### src/include/fpm_pkg.sv
// Shared constants and types of the front panel menu controller.
// Assumes a single 10 MHz core clock; all slower rates derive from a 1 ms tick.
package fpm_pkg;
   localparam int CLK_HZ = 10_000_000;
   localparam int TICK_US = 1000;
   localparam int TICK_CYC = CLK_HZ / 1_000_000 * TICK_US;
   localparam int DEB_MS = 10;
   localparam int TIMEOUT_MS = 12000;
   localparam int LAMP_MS = 1000;
   localparam int VER_MS = 1000;

   localparam int NSW = 5;
   localparam int SW_MENU = 0;
   localparam int SW_LEFT = 1;
   localparam int SW_RIGHT = 2;
   localparam int SW_UP = 3;
   localparam int SW_DOWN = 4;
   localparam int NPLL = 2;

   // Version code shown on the display; value is arbitrary
   localparam logic [7:0] FW_VERSION = 8'h10;

   localparam logic [11:0] FREQ_MIN = 12'h3b6;
   localparam logic [11:0] FREQ_MAX = 12'h5f5;
   localparam logic [11:0] LVL_MIN = 12'h00f;
   localparam logic [11:0] LVL_MAX = 12'h02d;
   localparam logic [11:0] GAIN_MIN = 12'h000;
   localparam logic [11:0] GAIN_MAX = 12'h032;
   localparam logic [11:0] ADDR_MAX = 12'h063;
   localparam logic [3:0][11:0] FREQ_STEP = {12'h001, 12'h00a, 12'h064, 12'h3e8};
   localparam logic [1:0][11:0] NUM_STEP = {12'h001, 12'h00a};
   localparam logic [2:0] RET_FREQ = 3'h4;
   localparam logic [2:0] RET_NUM = 3'h2;
   localparam logic [2:0] RET_OPT = 3'h1;
   localparam logic [2:0] CUR_YES = 3'h0;
   localparam logic [2:0] CUR_NO = 3'h1;

   typedef enum logic [3:0] {
      M_UPF, M_UPLVL, M_DNF, M_DNG, M_MUTE, M_REMOTE, M_SPEC,
      M_EXTREF, M_UPREF, M_DNREF, M_SERMODE, M_SERADDR, M_TEMP, M_CURR
   } fpm_menu_t;

   typedef enum logic [2:0] {ST_LAMP, ST_VER, ST_NORMAL, ST_MENU, ST_SAVE} fpm_state_t;

   // Input level is held as its magnitude: 6'd20 means minus 20
   typedef struct packed {
      logic [10:0] up_freq;
      logic [10:0] dn_freq;
      logic [5:0] up_lvl;
      logic [5:0] dn_gain;
      logic mute;
      logic remote;
      logic spec_inv;
      logic ext_ref;
      logic up_ref;
      logic dn_ref;
      logic ser_mode;
      logic [7:0] ser_addr;
   } fpm_set_t;

   localparam fpm_set_t SET_DEFAULT = '{
      up_freq: 11'h3b6, dn_freq: 11'h3b6, up_lvl: 6'h14, dn_gain: 6'h1e,
      mute: 1'b1, remote: 1'b0, spec_inv: 1'b0, ext_ref: 1'b0, up_ref: 1'b0,
      dn_ref: 1'b0, ser_mode: 1'b0, ser_addr: 8'h01};
endpackage

### src/include/fpm_sw_if.sv
// Carries the millisecond tick to the switch conditioner and its press events back.
// Both ends run on the core clock.
`timescale 1ns/1ns
interface fpm_sw_if #(parameter int N = 5);
   logic tick;
   logic [N-1:0] press;
   modport src (input tick, output press);
   modport dst (output tick, input press);
endinterface

### src/rtl/fpm_debounce.sv
// Switch conditioner: two-flop synchroniser, millisecond debounce, press pulse.
// Assumes raw switch levels are high while actuated and the tick is one cycle wide.
`timescale 1ns/1ns
module fpm_debounce #(
   parameter int N = 5,
   parameter int DEB_MS = 10
) (
   input wire logic i_core_clk,       // Core clock
   input wire logic i_rst,            // Synchronous reset
   input wire logic [N-1:0] i_sw_raw, // Raw switch levels
   fpm_sw_if.src sw                   // Tick in, presses out
);
   import fpm_pkg::*;
   localparam int CW = $clog2(DEB_MS + 1);
   localparam logic [CW-1:0] CNT_LAST = CW'(DEB_MS - 1);

   typedef struct packed {
      logic [N-1:0] s1;
      logic [N-1:0] s2;
      logic [N-1:0] stable;
      logic [N-1:0][CW-1:0] cnt;
      logic [N-1:0] press;
   } fpm_deb_t;

   fpm_deb_t r_ff, nxt_r;

   always_comb begin
      nxt_r = r_ff;
      nxt_r.s1 = i_sw_raw;
      nxt_r.s2 = r_ff.s1;
      nxt_r.press = '0;
      for (int i = 0; i < N; i++) begin
         // A level must hold for the full window, so bounce yields one event
         if (r_ff.s2[i] == r_ff.stable[i]) begin
            nxt_r.cnt[i] = '0;
         end else if (sw.tick) begin
            if (r_ff.cnt[i] == CNT_LAST) begin
               nxt_r.cnt[i] = '0;
               nxt_r.stable[i] = r_ff.s2[i];
               nxt_r.press[i] = r_ff.s2[i];
            end else begin
               nxt_r.cnt[i] = r_ff.cnt[i] + 1'b1;
            end
         end
      end
   end

   always_ff @(posedge i_core_clk) begin
      if (i_rst) begin
         r_ff <= '0;
      end else begin
         r_ff <= nxt_r;
      end
   end

   assign sw.press = r_ff.press;
endmodule // fpm_debounce

### src/rtl/fpm_menu_ctrl.sv
// Front panel menu controller: boot display, menu walk, digit edit, save, timeout, alarm.
// Assumes storage outside returns the last saved set at power-up and keeps o_nv_data on write.
// Contract
// - Menus run up freq through views, then save.
// - Menu press opens; only confirmed save is permanent.
// - Twelve idle seconds discard edits, restore display.
// - Saved settings kept in non-volatile storage.
// - Boot shows segments, version, then frequencies.
// - Horizontal rocker moves cursor one place.
// - Vertical rocker steps the selected digit.
// - Vertical rocker inverts on/off items either way.
// - Frequency applied only after save is confirmed.
// - Level, gain live; stored only on save.
// - Menu press on return marker opens save.
// - Yes commits all; no restores all.
// - Menu press elsewhere advances to next item.
// - Input level limited minus 45 to minus 15.
// - Gain 0 to 50, steps of 1 or 10.
// - Alarm lamp lit while any loop unlocked.
// - Alarm relay signals alarm state outside.
`timescale 1ns/1ns
module fpm_menu_ctrl #(
   parameter int TICK_CYC = fpm_pkg::TICK_CYC,
   parameter int TIMEOUT_MS = fpm_pkg::TIMEOUT_MS,
   parameter int LAMP_MS = fpm_pkg::LAMP_MS,
   parameter int VER_MS = fpm_pkg::VER_MS,
   parameter int DEB_MS = fpm_pkg::DEB_MS
) (
   input wire logic i_core_clk,                   // Core clock
   input wire logic i_rst,                        // Synchronous reset
   input wire logic [fpm_pkg::NSW-1:0] i_sw_raw,  // Switch pins, high when actuated
   input wire logic [fpm_pkg::NPLL-1:0] i_pll_unlock, // Loop unlock pins
   input wire fpm_pkg::fpm_set_t i_nv_data,       // Stored settings
   input wire logic i_nv_valid,                   // Stored settings are valid
   output fpm_pkg::fpm_set_t o_nv_data,           // Settings to store
   output logic o_nv_wr,                          // Store strobe
   output fpm_pkg::fpm_state_t o_disp_state,      // Display screen
   output fpm_pkg::fpm_menu_t o_disp_menu,        // Menu shown
   output logic [2:0] o_disp_cursor,              // Cursor position
   output fpm_pkg::fpm_set_t o_disp_set,          // Values shown
   output logic o_disp_all_on,                    // All segments lit
   output logic [7:0] o_disp_version,             // Version code
   output logic [10:0] o_up_freq,                 // Up synthesizer MHz
   output logic [10:0] o_dn_freq,                 // Down synthesizer MHz
   output logic [5:0] o_up_level,                 // Up input level magnitude
   output logic [5:0] o_dn_gain,                  // Down gain
   output fpm_pkg::fpm_set_t o_applied,           // Saved option bits
   output logic o_alarm_lamp,                     // Alarm lamp
   output logic o_alarm_relay                     // Alarm relay coil
);
   import fpm_pkg::*;
   localparam int MW = $clog2(TIMEOUT_MS + 1);
   localparam int DW = $clog2(TICK_CYC + 1);
   localparam logic [MW-1:0] TO_LAST = MW'(TIMEOUT_MS - 1);
   localparam logic [MW-1:0] LAMP_LAST = MW'(LAMP_MS - 1);
   localparam logic [MW-1:0] VER_LAST = MW'(VER_MS - 1);
   localparam logic [DW-1:0] DIV_LAST = DW'(TICK_CYC - 1);

   typedef struct packed {
      fpm_state_t st;
      fpm_menu_t menu;
      logic [2:0] cur;
      logic [MW-1:0] ms;
      logic [DW-1:0] div;
      logic tick;
      logic loaded;
      fpm_set_t work;
      fpm_set_t saved;
      logic nv_wr;
      logic [NPLL-1:0] unl_s1;
      logic [NPLL-1:0] unl_s2;
      logic alarm;
      logic all_on;
   } fpm_ctl_t;

   fpm_ctl_t r_ff, nxt_r;
   fpm_sw_if #(.N(NSW)) sw ();

   fpm_debounce #(.N(NSW), .DEB_MS(DEB_MS)) u_deb (
      .i_core_clk(i_core_clk),
      .i_rst(i_rst),
      .i_sw_raw(i_sw_raw),
      .sw(sw)
   );
   assign sw.tick = r_ff.tick;

   function automatic logic [2:0] ret_pos(input fpm_menu_t m);
      if (m == M_UPF || m == M_DNF) begin
         return RET_FREQ;
      end else if (m == M_UPLVL || m == M_DNG || m == M_SERADDR) begin
         return RET_NUM;
      end else begin
         return RET_OPT;
      end
   endfunction

   function automatic logic [11:0] step_of(input fpm_menu_t m, input logic [2:0] c);
      if (m == M_UPF || m == M_DNF) begin
         return FREQ_STEP[c[1:0]];
      end else begin
         return NUM_STEP[c[0]];
      end
   endfunction

   // Steps and clamps; going below or past a limit pins to that limit
   function automatic logic [11:0] adj(input logic [11:0] v, input logic [11:0] s,
                                       input logic up, input logic [11:0] lo,
                                       input logic [11:0] hi);
      logic [12:0] t;
      t = up ? {1'b0, v} + {1'b0, s} : {1'b0, v} - {1'b0, s};
      if (!up && (s > v || t[11:0] < lo)) begin
         return lo;
      end else if (t > {1'b0, hi}) begin
         return hi;
      end else begin
         return t[11:0];
      end
   endfunction

   logic ev_menu, ev_left, ev_right, ev_up, ev_dn, ev_any;
   logic [2:0] ret;
   logic [11:0] stp;
   assign ev_menu = sw.press[SW_MENU];
   assign ev_left = sw.press[SW_LEFT];
   assign ev_right = sw.press[SW_RIGHT];
   assign ev_up = sw.press[SW_UP];
   assign ev_dn = sw.press[SW_DOWN];
   assign ev_any = |sw.press;
   assign ret = ret_pos(r_ff.menu);
   assign stp = step_of(r_ff.menu, r_ff.cur);

   always_comb begin
      nxt_r = r_ff;
      nxt_r.nv_wr = 1'b0;
      nxt_r.tick = 1'b0;
      if (r_ff.div == DIV_LAST) begin
         nxt_r.div = '0;
         nxt_r.tick = 1'b1;
      end else begin
         nxt_r.div = r_ff.div + 1'b1;
      end
      nxt_r.unl_s1 = i_pll_unlock;
      nxt_r.unl_s2 = r_ff.unl_s1;
      nxt_r.alarm = |r_ff.unl_s2;
      case (r_ff.st)
         ST_LAMP: begin
            if (!r_ff.loaded) begin
               nxt_r.loaded = 1'b1;
               if (i_nv_valid) begin
                  nxt_r.saved = i_nv_data;
                  nxt_r.work = i_nv_data;
               end
            end
            if (r_ff.tick) begin
               nxt_r.ms = r_ff.ms + 1'b1;
               if (r_ff.ms == LAMP_LAST) begin
                  nxt_r.ms = '0;
                  nxt_r.st = ST_VER;
               end
            end
         end
         ST_VER: begin
            if (r_ff.tick) begin
               nxt_r.ms = r_ff.ms + 1'b1;
               if (r_ff.ms == VER_LAST) begin
                  nxt_r.ms = '0;
                  nxt_r.st = ST_NORMAL;
               end
            end
         end
         ST_NORMAL: begin
            if (ev_menu) begin
               nxt_r.st = ST_MENU;
               nxt_r.menu = M_UPF;
               nxt_r.cur = '0;
               nxt_r.ms = '0;
            end
         end
         ST_MENU: begin
            if (ev_menu) begin
               nxt_r.cur = '0;
               if (r_ff.cur == ret || r_ff.menu == M_CURR) begin
                  nxt_r.st = ST_SAVE;
               end else begin
                  nxt_r.menu = fpm_menu_t'(r_ff.menu + 4'h1);
               end
            end else if (ev_left) begin
               if (r_ff.cur != '0) nxt_r.cur = r_ff.cur - 1'b1;
            end else if (ev_right) begin
               if (r_ff.cur != ret) nxt_r.cur = r_ff.cur + 1'b1;
            end else if ((ev_up || ev_dn) && r_ff.cur != ret) begin
               // Frequency waits in work; level and gain reach the outputs from work
               case (r_ff.menu)
                  M_UPF: nxt_r.work.up_freq = 11'(adj(12'(r_ff.work.up_freq), stp,
                                                      ev_up, FREQ_MIN, FREQ_MAX));
                  M_DNF: nxt_r.work.dn_freq = 11'(adj(12'(r_ff.work.dn_freq), stp,
                                                      ev_up, FREQ_MIN, FREQ_MAX));
                  M_UPLVL: nxt_r.work.up_lvl = 6'(adj(12'(r_ff.work.up_lvl), stp,
                                                      ev_dn, LVL_MIN, LVL_MAX));
                  M_DNG: nxt_r.work.dn_gain = 6'(adj(12'(r_ff.work.dn_gain), stp,
                                                     ev_up, GAIN_MIN, GAIN_MAX));
                  M_SERADDR: nxt_r.work.ser_addr = 8'(adj(12'(r_ff.work.ser_addr), stp,
                                                          ev_up, GAIN_MIN, ADDR_MAX));
                  M_MUTE: nxt_r.work.mute = ~r_ff.work.mute;
                  M_REMOTE: nxt_r.work.remote = ~r_ff.work.remote;
                  M_SPEC: nxt_r.work.spec_inv = ~r_ff.work.spec_inv;
                  M_EXTREF: nxt_r.work.ext_ref = ~r_ff.work.ext_ref;
                  M_UPREF: nxt_r.work.up_ref = ~r_ff.work.up_ref;
                  M_DNREF: nxt_r.work.dn_ref = ~r_ff.work.dn_ref;
                  M_SERMODE: nxt_r.work.ser_mode = ~r_ff.work.ser_mode;
                  default: nxt_r.work = r_ff.work;
               endcase
            end
         end
         ST_SAVE: begin
            if (ev_menu) begin
               nxt_r.st = ST_NORMAL;
               nxt_r.cur = '0;
               if (r_ff.cur == CUR_YES) begin
                  nxt_r.saved = r_ff.work;
                  nxt_r.nv_wr = 1'b1;
               end else begin
                  nxt_r.work = r_ff.saved;
               end
            end else if (ev_left) begin
               nxt_r.cur = CUR_YES;
            end else if (ev_right) begin
               nxt_r.cur = CUR_NO;
            end
         end
         default: nxt_r.st = ST_NORMAL;
      endcase
      // Idle timer runs only while a session is open; any event restarts it
      if ((r_ff.st == ST_MENU || r_ff.st == ST_SAVE) && !ev_any) begin
         if (r_ff.tick) begin
            nxt_r.ms = r_ff.ms + 1'b1;
            if (r_ff.ms == TO_LAST) begin
               nxt_r.ms = '0;
               nxt_r.st = ST_NORMAL;
               nxt_r.cur = '0;
               nxt_r.work = r_ff.saved;
            end
         end
      end else if (r_ff.st == ST_MENU || r_ff.st == ST_SAVE) begin
         nxt_r.ms = '0;
      end
      nxt_r.all_on = (nxt_r.st == ST_LAMP);
   end

   always_ff @(posedge i_core_clk) begin
      if (i_rst) begin
         r_ff <= '0;
         r_ff.work <= SET_DEFAULT;
         r_ff.saved <= SET_DEFAULT;
         r_ff.all_on <= 1'b1;
      end else begin
         r_ff <= nxt_r;
      end
   end

   assign o_nv_data = r_ff.saved;
   assign o_nv_wr = r_ff.nv_wr;
   assign o_disp_state = r_ff.st;
   assign o_disp_menu = r_ff.menu;
   assign o_disp_cursor = r_ff.cur;
   assign o_disp_set = r_ff.work;
   assign o_disp_all_on = r_ff.all_on;
   assign o_disp_version = FW_VERSION;
   assign o_up_freq = r_ff.saved.up_freq;
   assign o_dn_freq = r_ff.saved.dn_freq;
   assign o_up_level = r_ff.work.up_lvl;
   assign o_dn_gain = r_ff.work.dn_gain;
   assign o_applied = r_ff.saved;
   assign o_alarm_lamp = r_ff.alarm;
   assign o_alarm_relay = r_ff.alarm;
endmodule // fpm_menu_ctrl

### config.mk
export PLATFORM = sky130hd
export DESIGN_NAME = fpm_menu_ctrl
export DESIGN_NICKNAME = d
export VERILOG_FILES = /design/src/include/fpm_pkg.sv /design/src/include/fpm_sw_if.sv /design/src/rtl/fpm_debounce.sv /design/src/rtl/fpm_menu_ctrl.sv
export SDC_FILE = /design/constraint.sdc
export NUM_CORES = 1
export LEC_CHECK = 0
export ABC_AREA = 1
export BUFFER_PORTS_ARGS = -buffer_cell sky130_fd_sc_hd__clkbuf_2
export CAP_MARGIN = 20
export CORE_MARGIN = 3
export CORE_UTILIZATION = 60
export DETAILED_ROUTE_END_ITERATION = 7
export HOLD_SLACK_MARGIN = 0.15
export PLACE_DENSITY_LB_ADDON = 0.2
export SYNTH_ARGS = -nofsm -noshare
export SYNTH_HDL_FRONTEND = slang
export SYNTH_SLANG_ARGS = --single-unit
export TNS_END_PERCENT = 50
### constraint.sdc
create_clock -name i_core_clk -period 14.35 [get_ports i_core_clk]
set_clock_uncertainty 0.15 [all_clocks]
set_input_delay 0.7175 -clock i_core_clk [delete_from_list [all_inputs] [get_ports i_core_clk]]
set_output_delay 0.7175 -clock i_core_clk [all_outputs]
set_load 0.05 [all_outputs]
==> flow_summary.toml <==
[sta]
fin_setup_tns_ns = 0
tightest_slew_ns = 1.19
rsz0062_at_grt = "false"
maxSlewHeadroom_pct = 20.4
fmax_ghz = 0.187
setup_viol = 0
maxSlewViolCount = 0
period_needed_ns = 5.36
finalHoldViolations = 0
period_share_pct = 37.4

[worst_setup_path]
r2r_end = "o_disp_set[47]"
critical_path.max_fanout = 16
max_stage_delay_ns = 0.48
required_ns = 14.54
start_kind = "flop"
endpoint_kind = "flop"
crit_top_cell = "nand2_1"
r2r_slack_ns = 8.99
critical_path_buf_inv_count = 6
crit-reg2reg-launch = "o_disp_menu[0]"
cp.arrival_ns = 5.55
slowest_stage = "ha_1"
path_delay_family = "simple AND/OR/NAND/NOR gates"
critPathKind = "flop to flop"
worst_r2r_path_depth = 28

[logic_synthesis]
synth_commonest_cells = "nand2_1 (677), a21oi_1 (319), inv_1 (299)"
avgSynthCellArea_um2 = 6.15
synth_most_common_cell = "nand2_1"
synth_top_area_share_pct = 21.4
ys_ff_latch = 185
synth_seq_area_share_pct = 21.4
async_flop_share_pct = 0
syn_inst = 2808
synth.cell_area_um2 = 17300
ys_warn_count = 0
yosysUniqueCellTypes = 57
synth_edf_count = 0
yosysTopAreaCell = "dfxtp_1"
ys_top_cells_by_area = "dfxtp_1 (21%), nand2_1 (15%), a21oi_1 (9.2%)"
synth_flop_cell = "dfxtp_1"

[cts]
clockBufferDepth = 2
cts_tree = "done"
clk_pin_slew_ns = 0.08
cts_max_level = 4
hold_buffers = 0
post-cts-setup-buffer-count = 0
clock_sinks = 185
clk_latency_ns = 0.47
cts_root_buf = "clkbuf_16"
ctsResizeCount = 0
cts_inserted_buffers = 17

[floorplanning]
core_area_um2 = 28100
dieArea_um2 = 30800
row_count = 61
io-pin-count = 262
die_x_um = 176
start_util_pct = 61.5
die_height_um = 176

[power_and_ir_drop]
p_sw_share_pct = 40.3
p_comb_share_pct = 23.5
power.total_w = 0.00144
power.internal_w = 0.000862
p_leak_nw = 8.59
power_density_nw_per_um2 = 80.8
vdd_drop_max_uv = 113
p_sw_w = 0.000581
p_clk_share_pct = 36.9
seqPwrFrac_pct = 39.6

[job]
cap_violations = 0

[placed_design]
gp_congestion = 0.993
io_buffers = 253
dp_hpwl_um = 42700

[layout]
drive_gt1_share_pct = 13.2
diodes = 0
syn2layout_area_growth_pct = 3.40
layout.nets = 2954

[route]
viasPerCell = 5.95
dr.pass1.iters = 8
drc = 0
drtAntennaViolNets = 0
first_iter_violations = 1968
vias = 18924
wirelength_um = 60700
routedWlPerCell_um = 19.1

[min_path]
hold_class = "flop to flop"
min_from = "u_deb.nxt_r[32]"
hold_end = "u_deb.r_ff[32]"
whs_path_depth = 2

[grt]
first_global_vias = 17424
grt_max_degree = 78
grt_overflow = 0
grt_use_total_pct = 37.9
grt_antenna_before_repair = 1
grt_pass1_wl_um = 93600

[outcome]
run_status = "finished clean"
placed cells by master (no fill, tap or decap), types with 4 or more instances in the layout:
cell         n
nor2_4       7
clkinv_1     6
nand4_1     36
a2bb2oi_1   27
clkbuf_2   252
o21a_1       5
xor2_1      29
nand3b_1     6
o22ai_1     27
nand3_1    167
o211ai_1    17
nand2_1    676
conb_1       8
nor2_1     217
nand2_2      7
inv_2       22
o221ai_1     7
nor2_2      14
fa_1        10
clkinv_8     6
buf_4       22
inv_6        4
o21ai_0    186
nor3b_1      7
inv_1      295
nor3_1      37
o21ai_1     21
dfxtp_1    185
a21oi_1    318
clkbuf_16   17
a31oi_1     11
ha_1        97
nor4b_1      4
a211oi_1     6
per-layer routing:
metal  global-route usage [%]  vias up  wire [um]
met3                     8.63      188       6530
met4                     16.2        4       2470
met5                        0        -         66
li1                         -     8934          -
met1                     49.7     8680      24800
met2                     60.1     1118      26900
state kept, by name (all words and copies together), names as in the netlist, 2 cells and up:
name            cells
o_disp_set         37
nxt_r               2
o_disp_state        3
r_ff               31
u_deb.r_ff         30
o_dn_gain           6
o_up_level          6
o_disp_cursor       3
o_dn_freq          11
u_deb.sw.press      5
o_applied          27
u_deb.nxt_r         5
o_up_freq          11
o_disp_menu         4
power groups by stage:
stage                     Sequential, W  Combinational [W]  Clock (W)
after detailed placement       0.000582           0.000334          0
after global placement         0.000581           0.000331          0
after floorplan                0.000565           0.000305          0
after global routing           0.000574           0.000366   0.000552
after CTS                      0.000570           0.000335   0.000533
final                          0.000572           0.000339   0.000532
final cells by class:
cell class	count	area [um^2]
multi-input combinational	1986	10400
fill	2783	10200
sequential	185	3700
timing repair buffer	275	1450
inverter	323	1210
tap	378	473
clock buffer	17	425
clock inverter	15	209
cells by family (layout without fill, tap and decap cells):
family	Yosys count	count (layout)	synth area share [%]
AOI/OAI and AO/OA	646	646	20.6
and+or+nand+nor	1192	1192	29.3
DFF	185	185	21.4
buffers and inverters	643	630	18.7
xor gates and xnor gates	31	31	1.57
muxes	2	2	0.116
adders and majority gates	107	107	8.19
other	2	8	0.0435
through the flow:
| step | worst slack, ns | std cells | hold slack [ns] | instance area (um^2) | utilization (%) |
|---|---|---|---|---|---|
| final | 8.99 | 3179 | 0.253 | 17900 | 63.6 |
| after CTS | 9.09 | 3178 | 0.253 | 17800 | 63.5 |
| after floorplan | 9.13 | 2814 | 0.238 | 17300 | - |
| after detailed placement | 9.14 | 3146 | 0.242 | 17200 | 61.2 |
| after global routing | 8.56 | 3179 | 0.270 | 17900 | 63.6 |
| after global placement | 9.46 | 3146 | 0.239 | 17200 | 61.2 |
worst reg2reg max path, delay by kind of cell, from the launching register on:
kind,cells,cell delay (ns)
flip-flops,1,0.42
XOR/XNOR,1,0.14
buffers and inverters,6,1.26
AO/OA/AOI/OAI,5,0.83
adder cells (fa/ha/maj),2,0.78
AND/OR/NAND/NOR,14,1.68
worst max-delay path by stage:
stage | start | to | slack, ns | depth (start not counted)
after floorplan | o_disp_menu[0] | o_disp_set[47] | 9.13 | 27
after global placement | o_disp_menu[0] | o_disp_set[47] | 9.46 | 28
after detailed placement | o_disp_menu[0] | o_disp_set[47] | 9.14 | 28
after CTS | o_disp_menu[0] | o_disp_set[47] | 9.09 | 28
after global routing | o_disp_menu[0] | o_disp_set[44] | 8.56 | 29
final | o_disp_menu[0] | o_disp_set[47] | 8.99 | 28
(Power assumes the default switching activity.)
